--- src/hw/bbat_pkg.sv ---
// shared constants and types for the byte bus master agent
package bbat_pkg;

    localparam int BBAT_ADDR_W = 16;
    localparam int BBAT_DATA_W = 8;
    localparam int BBAT_SIZE_W = 2;
    localparam int BBAT_FIFO_DEPTH = 32;
    localparam int BBAT_CNT_W = 4;
    localparam int BBAT_LVL_W = 6;

    // burst size encodings
    localparam logic [1:0] BBAT_SZ_1B = 2'h0;
    localparam logic [1:0] BBAT_SZ_2B = 2'h1;
    localparam logic [1:0] BBAT_SZ_4B = 2'h2;
    localparam logic [1:0] BBAT_SZ_8B = 2'h3;

    // released / reset values of driven bus fields, and beat count constants
    localparam logic [15:0] BBAT_ADDR_RST = 16'h0000;
    localparam logic [7:0] BBAT_DATA_RST = 8'h00;
    localparam logic [3:0] BBAT_CNT_RST = 4'h0;
    localparam logic [3:0] BBAT_BEAT_ONE = 4'h1;
    localparam logic [3:0] BBAT_BEAT_TWO = 4'h2;

    typedef enum logic [2:0] {
        BBAT_ST_IDLE = 3'b000,
        BBAT_ST_PREP = 3'b001,
        BBAT_ST_REQ = 3'b010,
        BBAT_ST_ADDR = 3'b011,
        BBAT_ST_DATA = 3'b100
    } bbat_state_t;

    typedef struct packed {
        logic write;
        logic [BBAT_SIZE_W-1:0] size;
        logic [BBAT_ADDR_W-1:0] addr;
    } bbat_cmd_t;

endpackage

--- src/hw/bbat_fifo.sv ---
// write data buffer, parameterised width and depth, valid/ready both sides
`timescale 1ns/10ps
module bbat_fifo
    import bbat_pkg::*;
#(
    parameter int W = 8,
    parameter int D = 32
)
(
    input wire logic sys_clk, // system clock
    input wire logic rstn, // sync reset, active low
    input wire logic in_valid, // producer has a word
    input wire logic [W-1:0] in_data, // producer word
    output logic in_ready, // room for a word
    output logic out_valid, // head word present
    input wire logic out_ready, // consumer takes head
    output logic [W-1:0] out_data, // head word
    output logic [$clog2(D+1)-1:0] level // words held
);
    localparam int PW = $clog2(D);
    localparam int CW = $clog2(D+1);

    typedef struct packed {
        logic [D-1:0][W-1:0] mem;
        logic [PW-1:0] wptr;
        logic [PW-1:0] rptr;
        logic [CW-1:0] count;
        logic in_ready;
    } bbat_fifo_st_t;

    bbat_fifo_st_t s_r;
    bbat_fifo_st_t s_nxt;
    logic push;
    logic pop;

    always_comb
    begin
        s_nxt = s_r;
        push = in_valid && s_r.in_ready;
        pop = out_ready && (s_r.count != '0);
        if (push)
        begin
            s_nxt.mem[s_r.wptr] = in_data;
            s_nxt.wptr = PW'(s_r.wptr + 1'b1);
        end
        if (pop)
        begin
            s_nxt.rptr = PW'(s_r.rptr + 1'b1);
        end
        s_nxt.count = CW'(s_r.count + CW'(push) - CW'(pop));
        s_nxt.in_ready = (s_nxt.count < CW'(D));
    end

    always_ff @(posedge sys_clk)
    begin
        if (!rstn)
        begin
            s_r <= '0;
        end
        else
        begin
            s_r <= s_nxt;
        end
    end

    assign in_ready = s_r.in_ready;
    assign out_valid = (s_r.count != '0);
    assign out_data = s_r.mem[s_r.rptr];
    assign level = s_r.count;

endmodule // bbat_fifo

--- src/hw/bbat_beats.sv ---
// count of bytes still owed in the current burst
`timescale 1ns/10ps
module bbat_beats
    import bbat_pkg::*;
(
    input wire logic sys_clk, // system clock
    input wire logic rstn, // sync reset, active low
    input wire logic load, // start a burst
    input wire logic [BBAT_CNT_W-1:0] len, // burst length in bytes
    input wire logic dec, // one byte finished
    output logic [BBAT_CNT_W-1:0] cnt // bytes left incl. current
);
    typedef struct packed {
        logic [BBAT_CNT_W-1:0] cnt;
    } bbat_beats_st_t;

    bbat_beats_st_t s_r;
    bbat_beats_st_t s_nxt;

    always_comb
    begin
        s_nxt = s_r;
        if (load)
        begin
            s_nxt.cnt = len;
        end
        else if (dec && (s_r.cnt != BBAT_CNT_RST))
        begin
            s_nxt.cnt = BBAT_CNT_W'(s_r.cnt - BBAT_BEAT_ONE);
        end
    end

    always_ff @(posedge sys_clk)
    begin
        if (!rstn)
        begin
            s_r <= '0;
        end
        else
        begin
            s_r <= s_nxt;
        end
    end

    assign cnt = s_r.cnt;

endmodule // bbat_beats

--- src/hw/bbat_master.sv ---
// bus master agent: requests the bus, drives address and data phases
`timescale 1ns/10ps
module bbat_master
    import bbat_pkg::*;
(
    input wire logic sys_clk, // system clock, 125 MHz
    input wire logic rstn, // sync reset, active low
    input wire logic cmd_valid, // user offers a transfer
    input wire bbat_cmd_t cmd, // address, size, direction
    output logic cmd_ready, // ready to accept a transfer (goes high one cycle after idle is entered)
    input wire logic wr_valid, // user write byte valid
    input wire logic [BBAT_DATA_W-1:0] wr_data, // user write byte
    output logic wr_ready, // write buffer has room
    output logic rd_valid, // read byte pulse
    output logic [BBAT_DATA_W-1:0] rd_data, // read byte
    output logic done, // transfer finished pulse
    output logic fail, // last transfer ended by error
    output logic bus_req, // request line to arbiter
    input wire logic bus_gnt, // grant line from arbiter
    output logic [BBAT_ADDR_W-1:0] bus_addr, // first byte address
    output logic [BBAT_SIZE_W-1:0] bus_size, // burst size code
    output logic bus_read, // read transfer
    output logic bus_write, // write transfer
    output logic ctl_oe, // drive enable for addr/size/read/write
    output logic bus_bip, // burst in progress
    output logic bip_oe, // drive enable for bus_bip
    input wire logic [BBAT_DATA_W-1:0] data_in, // data pins sampled
    output logic [BBAT_DATA_W-1:0] data_out, // data pins driven
    output logic data_oe, // drive enable for data pins
    input wire logic bus_wait, // slave stretches the cycle
    input wire logic bus_error // slave reports a failed byte
);

    typedef struct packed {
        bbat_state_t state;
        bbat_cmd_t cmd;
        logic cmd_ready;
        logic req;
        logic ctl_oe;
        logic [BBAT_ADDR_W-1:0] addr;
        logic [BBAT_SIZE_W-1:0] size;
        logic rd;
        logic wr;
        logic bip;
        logic bip_oe;
        logic [BBAT_DATA_W-1:0] dout;
        logic dout_oe;
        logic rd_valid;
        logic [BBAT_DATA_W-1:0] rd_data;
        logic done;
        logic fail;
    } bbat_mst_st_t;

    bbat_mst_st_t s_r;
    bbat_mst_st_t s_nxt;
    logic pop;
    logic load;
    logic dec;
    logic fifo_valid;
    logic [BBAT_DATA_W-1:0] fifo_data;
    logic [BBAT_LVL_W-1:0] fifo_level;
    logic [BBAT_CNT_W-1:0] beat_cnt;

    // bytes in a burst from its size code
    function automatic logic [BBAT_CNT_W-1:0] burst_len(input logic [BBAT_SIZE_W-1:0] sz);
        logic [BBAT_CNT_W-1:0] n;
        case (sz)
            BBAT_SZ_1B: n = 4'h1;
            BBAT_SZ_2B: n = 4'h2;
            BBAT_SZ_4B: n = 4'h4;
            BBAT_SZ_8B: n = 4'h8;
            default: n = 4'h1;
        endcase
        return n;
    endfunction

    // last cycle of a data phase
    function automatic logic phase_end(input logic err, input logic wt, input logic bip);
        return err || (!bip && !wt);
    endfunction

    bbat_fifo #(
        .W(BBAT_DATA_W),
        .D(BBAT_FIFO_DEPTH)
    ) u_wbuf (
        .sys_clk(sys_clk),
        .rstn(rstn),
        .in_valid(wr_valid),
        .in_data(wr_data),
        .in_ready(wr_ready),
        .out_valid(fifo_valid),
        .out_ready(pop),
        .out_data(fifo_data),
        .level(fifo_level)
    );

    bbat_beats u_beats (
        .sys_clk(sys_clk),
        .rstn(rstn),
        .load(load),
        .len(burst_len(s_r.cmd.size)),
        .dec(dec),
        .cnt(beat_cnt)
    );

    always_comb
    begin
        s_nxt = s_r;
        s_nxt.done = 1'b0;
        s_nxt.rd_valid = 1'b0;
        pop = 1'b0;
        load = 1'b0;
        dec = 1'b0;
        case (s_r.state)
            BBAT_ST_IDLE:
            begin
                s_nxt.cmd_ready = 1'b1;
                if (cmd_valid && s_r.cmd_ready)
                begin
                    s_nxt.cmd = cmd;
                    s_nxt.cmd_ready = 1'b0;
                    s_nxt.fail = 1'b0;
                    s_nxt.state = BBAT_ST_PREP;
                end
            end
            BBAT_ST_PREP:
            begin
                // a write waits until the whole burst is buffered
                if (!s_r.cmd.write ||
                    (fifo_level >= {2'h0, burst_len(s_r.cmd.size)}))
                begin
                    s_nxt.req = 1'b1;
                    s_nxt.state = BBAT_ST_REQ;
                end
            end
            BBAT_ST_REQ:
            begin
                if (bus_gnt)
                begin
                    s_nxt.req = 1'b0;
                    s_nxt.ctl_oe = 1'b1;
                    s_nxt.addr = s_r.cmd.addr;
                    s_nxt.size = s_r.cmd.size;
                    s_nxt.rd = !s_r.cmd.write;
                    s_nxt.wr = s_r.cmd.write;
                    load = 1'b1;
                    s_nxt.state = BBAT_ST_ADDR;
                end
            end
            BBAT_ST_ADDR:
            begin
                s_nxt.ctl_oe = 1'b0;
                s_nxt.addr = BBAT_ADDR_RST;
                s_nxt.size = BBAT_SZ_1B;
                s_nxt.rd = 1'b0;
                s_nxt.wr = 1'b0;
                s_nxt.bip_oe = 1'b1;
                s_nxt.bip = (s_r.cmd.size != BBAT_SZ_1B);
                if (s_r.cmd.write)
                begin
                    pop = fifo_valid;
                    s_nxt.dout = fifo_data;
                    s_nxt.dout_oe = 1'b1;
                end
                s_nxt.state = BBAT_ST_DATA;
            end
            BBAT_ST_DATA:
            begin
                if (!bus_wait && !bus_error && !s_r.cmd.write)
                begin
                    s_nxt.rd_valid = 1'b1;
                    s_nxt.rd_data = data_in;
                end
                if (phase_end(bus_error, bus_wait, s_r.bip))
                begin
                    s_nxt.fail = bus_error;
                    s_nxt.done = 1'b1;
                    s_nxt.bip = 1'b0;
                    s_nxt.bip_oe = 1'b0;
                    s_nxt.dout_oe = 1'b0;
                    s_nxt.dout = BBAT_DATA_RST;
                    s_nxt.state = BBAT_ST_IDLE;
                end
                else if (!bus_wait)
                begin
                    dec = 1'b1;
                    s_nxt.bip = (beat_cnt > BBAT_BEAT_TWO);
                    if (s_r.cmd.write)
                    begin
                        pop = fifo_valid;
                        s_nxt.dout = fifo_data;
                    end
                end
            end
            default:
            begin
                s_nxt.state = BBAT_ST_IDLE;
            end
        endcase
    end

    always_ff @(posedge sys_clk)
    begin
        if (!rstn)
        begin
            s_r <= '0;
        end
        else
        begin
            s_r <= s_nxt;
        end
    end

    assign cmd_ready = s_r.cmd_ready;
    assign rd_valid = s_r.rd_valid;
    assign rd_data = s_r.rd_data;
    assign done = s_r.done;
    assign fail = s_r.fail;
    assign bus_req = s_r.req;
    assign bus_addr = s_r.addr;
    assign bus_size = s_r.size;
    assign bus_read = s_r.rd;
    assign bus_write = s_r.wr;
    assign ctl_oe = s_r.ctl_oe;
    assign bus_bip = s_r.bip;
    assign bip_oe = s_r.bip_oe;
    assign data_out = s_r.dout;
    assign data_oe = s_r.dout_oe;
endmodule // bbat_master

--- config.mk ---
export PLATFORM = sky130hd
export DESIGN_NAME = bbat_master
export DESIGN_NICKNAME = d
export VERILOG_FILES = /design/src/hw/bbat_pkg.sv /design/src/hw/bbat_fifo.sv /design/src/hw/bbat_beats.sv /design/src/hw/bbat_master.sv
export SDC_FILE = /design/constraint.sdc
export NUM_CORES = 1
export LEC_CHECK = 0
export BUFFER_PORTS_ARGS = -buffer_cell sky130_fd_sc_hd__buf_2
export CORE_MARGIN = 3
export CORE_UTILIZATION = 55
export DETAILED_ROUTE_END_ITERATION = 8
export MAX_ROUTING_LAYER = met4
export PLACE_DENSITY = 0.73
export SLEW_MARGIN = 15
export SYNTH_ARGS = -nofsm -noshare
export SYNTH_HDL_FRONTEND = slang
export SYNTH_SLANG_ARGS = --single-unit
--- constraint.sdc ---
create_clock -name sys_clk -period 4.2 [get_ports sys_clk]
set_clock_uncertainty 0.05 [all_clocks]
set_input_delay 1.26 -clock sys_clk [delete_from_list [all_inputs] [get_ports sys_clk]]
set_output_delay 1.26 -clock sys_clk [all_outputs]
set_load 0.03 [all_outputs]
==> summary.txt <==
Logic synthesis
  – Net Count, Synth: 1,574
  – Syn avg cell area: just under 10 um2
  – Most frequent cell after synthesis: dfxtp_1
  – Post-synth EDFFs: 0
  – Largest cells by area after synthesis: dfxtp_1 46%, mux2i_1 18%, mux4_2 7.2%
  – Post-Syn Area: approximately 15,000 um2
  – Async SR Flop Fraction: 0%
  – Register area share after synthesis: 45.9%
  – Synth cell count leaders: 344 x dfxtp_1, 286 x nor2_1, 274 x mux2i_1
  – Area leader, netlist: dfxtp_1
  – Post-synth top area share: about 46%
  – Cells after Synth: around 1,500
  – Main synth FF type: dfxtp_1
  – Yosys cell types: 52
  – Yosys reg bits: 344
  – Synth warn: 0

Power and ir drop
  – Clk network pwr share: between 40 and 50%
  – Leak: 6.53 nW
  – Design internal power: between 0.005 and 0.006 W
  – Logic pwr share: under 10%
  – Power Density: ~420 nW/um2
  – Max VDD drop: 0.348 mV
  – Switching Share: between 20% and 30%
  – Seq pwr share: about 48%
  – Final total power: about 0.0070 W
  – NetSw: 0.00161 W

Layout
  – Area of the multi-input gates: roughly 7300 um2
  – Final nets: ~1,600
  – Register area: 6890 um2
  – Fillers: 2,179
  – Area Overhead vs Synth: 10.1%
  – Share of post-route cells with drive strength above 1: 15.3%

Worst setup path
  – Critical path class: input pin to register
  – CP Capture Type: register
  – Critical path peak fanout: 4
  – CP arrival: 3.55 ns
  – CP required: approximately 4.5 ns
  – Setup crit start kind: input pin

Die
  – IO Pins: 88
  – Cell Rows: 59
  – Die width: 171 um
  – Starting Density: around 57%
  – Full die area: 29,300 um2
  – Die Height: 171 um
  – Core area: 26,400 um2

Timing
  – Final Hold Viols: 0
  – Unrepaired setup endpoints after global routing: false
  – Relative slew margins: 32.3%
  – Max Freq: between 300 and 400 MHz
  – Setup-failing EPs final: 0
  – Pins over their slew limit: 0
  – Slew at the pin closest to its max-slew limit: 1.01 ns
  – Fin crit share: around three quarters
  – Minimum clock period: approximately 3.2 ns
  – Setup_tns: 0 ns

Drt
  – Average wire per standard cell: 19.6 um
  – Final wirelength: 36,500 um
  – DRT iter0 DRCs: 918
  – Routed vias: 10,935
  – Final ANT Viol Nets: 0
  – Vias per cell: slightly below 6
  – Post-route DRC: 0
  – TritonRoute pass-1 iters: 5

CTS
  – Buffer depth of the longest clock path: 3
  – CTS Root Cell: clkbuf_16
  – CTS tree: done
  – Setup bufs post-CTS: 0
  – Clock Pin Slew Worst Setup and Hold Paths: 0.06 ns
  – Clock sink count: 344
  – Cts hold-fix bufs: 0
  – CTS resizes: 0
  – Clock latency on the worst-skew pair: roughly 0.53 ns
  – Num CTS Buffers: 36
  – Clock H-tree levels: 2

Worst hold path
  – Hold/Removal Path Class: register to register

Placement
  – IO buf count: 87
  – DP Wirelength: about 23,000 um
  – RD Place Congestion: 0.836

Global routing
  – Vias in the first global route: around 11,000
  – Initial antenna violation count: 1
  – Global route total overflow: 0
  – Largest net degree at the start of global routing: 113
  – Total track usage: 25.5%
  – First-pass GRT wire length: 57,900 um

Run status
  – Status: finished, final reports clean

Flow run
  – # Max-Cap Violations: 0
==> area by class of cell <==
cell class | count | share of cell area, %
clock buffers | 51 | 6.34
diodes | 1 | 0.0152
inverters | 17 | 0.432
well taps | 335 | 2.54
clock inverters | 9 | 0.834
multi-input cells | 1005 | 44.5
repair buffers | 104 | 3.64
flip-flops and latches | 344 | 41.7
==> per-layer routing <==
metal  wire length, um  part of all wire (%)  GRT usage (%)
met3              1990                   5.4           3.72
met5                 0                     0              -
met2             17400                    48           40.9
met4               824                   2.3           6.96
met1             16300                    45           34.1
==> kinds of logic (layout without fill, tap and decap cells) <==
family / after synthesis / count (layout) / synth area share (%)
buffers and inverters: 162 / 181 / 5.17
AOI/OAI and AO/OA: 169 / 169 / 7.54
muxes: 322 / 322 / 25.5
DFF: 344 / 344 / 45.9
other: 0 / 1 / 0
adders and majority gates: 21 / 21 / 1.80
xor gates and xnor gates: 14 / 14 / 0.817
and+or+nand+nor: 479 / 479 / 13.3
==> through the flow <==
step	utilization (%)	area [um2]	std cells	setup WS [ns]	hold slack, ns
after floorplan	-	15000	1511	0.692	0.383
after global placement	58.0	15300	1805	0.498	0.389
after detailed placement	58.0	15300	1805	0.444	0.397
after CTS	62.5	16500	1865	0.963	0.405
after global routing	62.5	16500	1866	0.743	0.423
final	62.5	16500	1866	0.966	0.406
==> registers in the layout (all words and copies together) (netlist names) <==
register	cells
bus_write	1
u_beats.cnt	4
data_oe	1
cmd_ready	1
u_wbuf.level	6
bus_bip	1
u_wbuf.in_ready	1
data_out	8
bip_oe	1
done	1
bus_req	1
fail	1
bus_addr	16
u_wbuf.s_r	266
bus_read	1
ctl_oe	1
bus_size	2
rd_valid	1
s_r	22
rd_data	8
==> final timing paths <==
path,slack [ns],from,cells past startpoint,end
worst max-delay path,0.97,bus_error,13,u_wbuf.level[5]
worst min-delay path,0.41,u_wbuf.s_r[32],2,u_wbuf.s_r[32]
worst max register to register,1.25,s_r[65],12,u_wbuf.level[5]
worst min register to register,0.41,u_wbuf.s_r[32],2,u_wbuf.s_r[32]
==> power groups by stage <==
stage / Clock (W) / Combinational, W / Sequential [W]
2_1_floorplan: 0 / 0.000318 / 0.00342
3_3_place_gp: 0 / 0.000440 / 0.00342
3_5_place_dp: 0 / 0.000455 / 0.00342
4_1_cts: 0.00324 / 0.000460 / 0.00335
5_1_grt: 0.00337 / 0.000509 / 0.00335
6_report: 0.00320 / 0.000458 / 0.00335
==> critical path, stage by stage <==
cell	delay [ns]
buf_2	0.11
o21bai_1	0.22
o31ai_1	0.36
o311a_1	0.25
ha_1	0.15
inv_1	0.06
ha_1	0.27
a21o_1	0.18
a21oi_1	0.22
o21bai_1	0.09
a21oi_1	0.17
xnor2_1	0.15
nor2_1	0.06
==> cell usage in the layout, fill, tap and decap left out, types with 3 or more instances in the layout <==
cell and count:
nor3_1 4, clkbuf_1 6, dfxtp_1 342, bufinv_16 3, a21o_1 4, nand4_1 4, a22oi_1 28, ha_1 20
nand2_1 109, nor2_1 286, inv_1 16, clkbuf_8 9, xnor2_1 9, mux2i_1 274, nand3_1 31, o22ai_1 8
buf_12 3, clkbuf_16 36, xor2_1 5, a32o_1 8, o221ai_1 9, nor2b_1 4, a21oi_1 67, o21ai_0 17
nor2_2 14, and2_1 4, buf_4 14, buf_2 87, nand3b_1 3, mux4_2 48, clkinv_2 3, a211oi_1 11
nand2b_1 4, and3_1 5, nor3_2 4
Note: power is estimated with default switching activity, not from simulation.
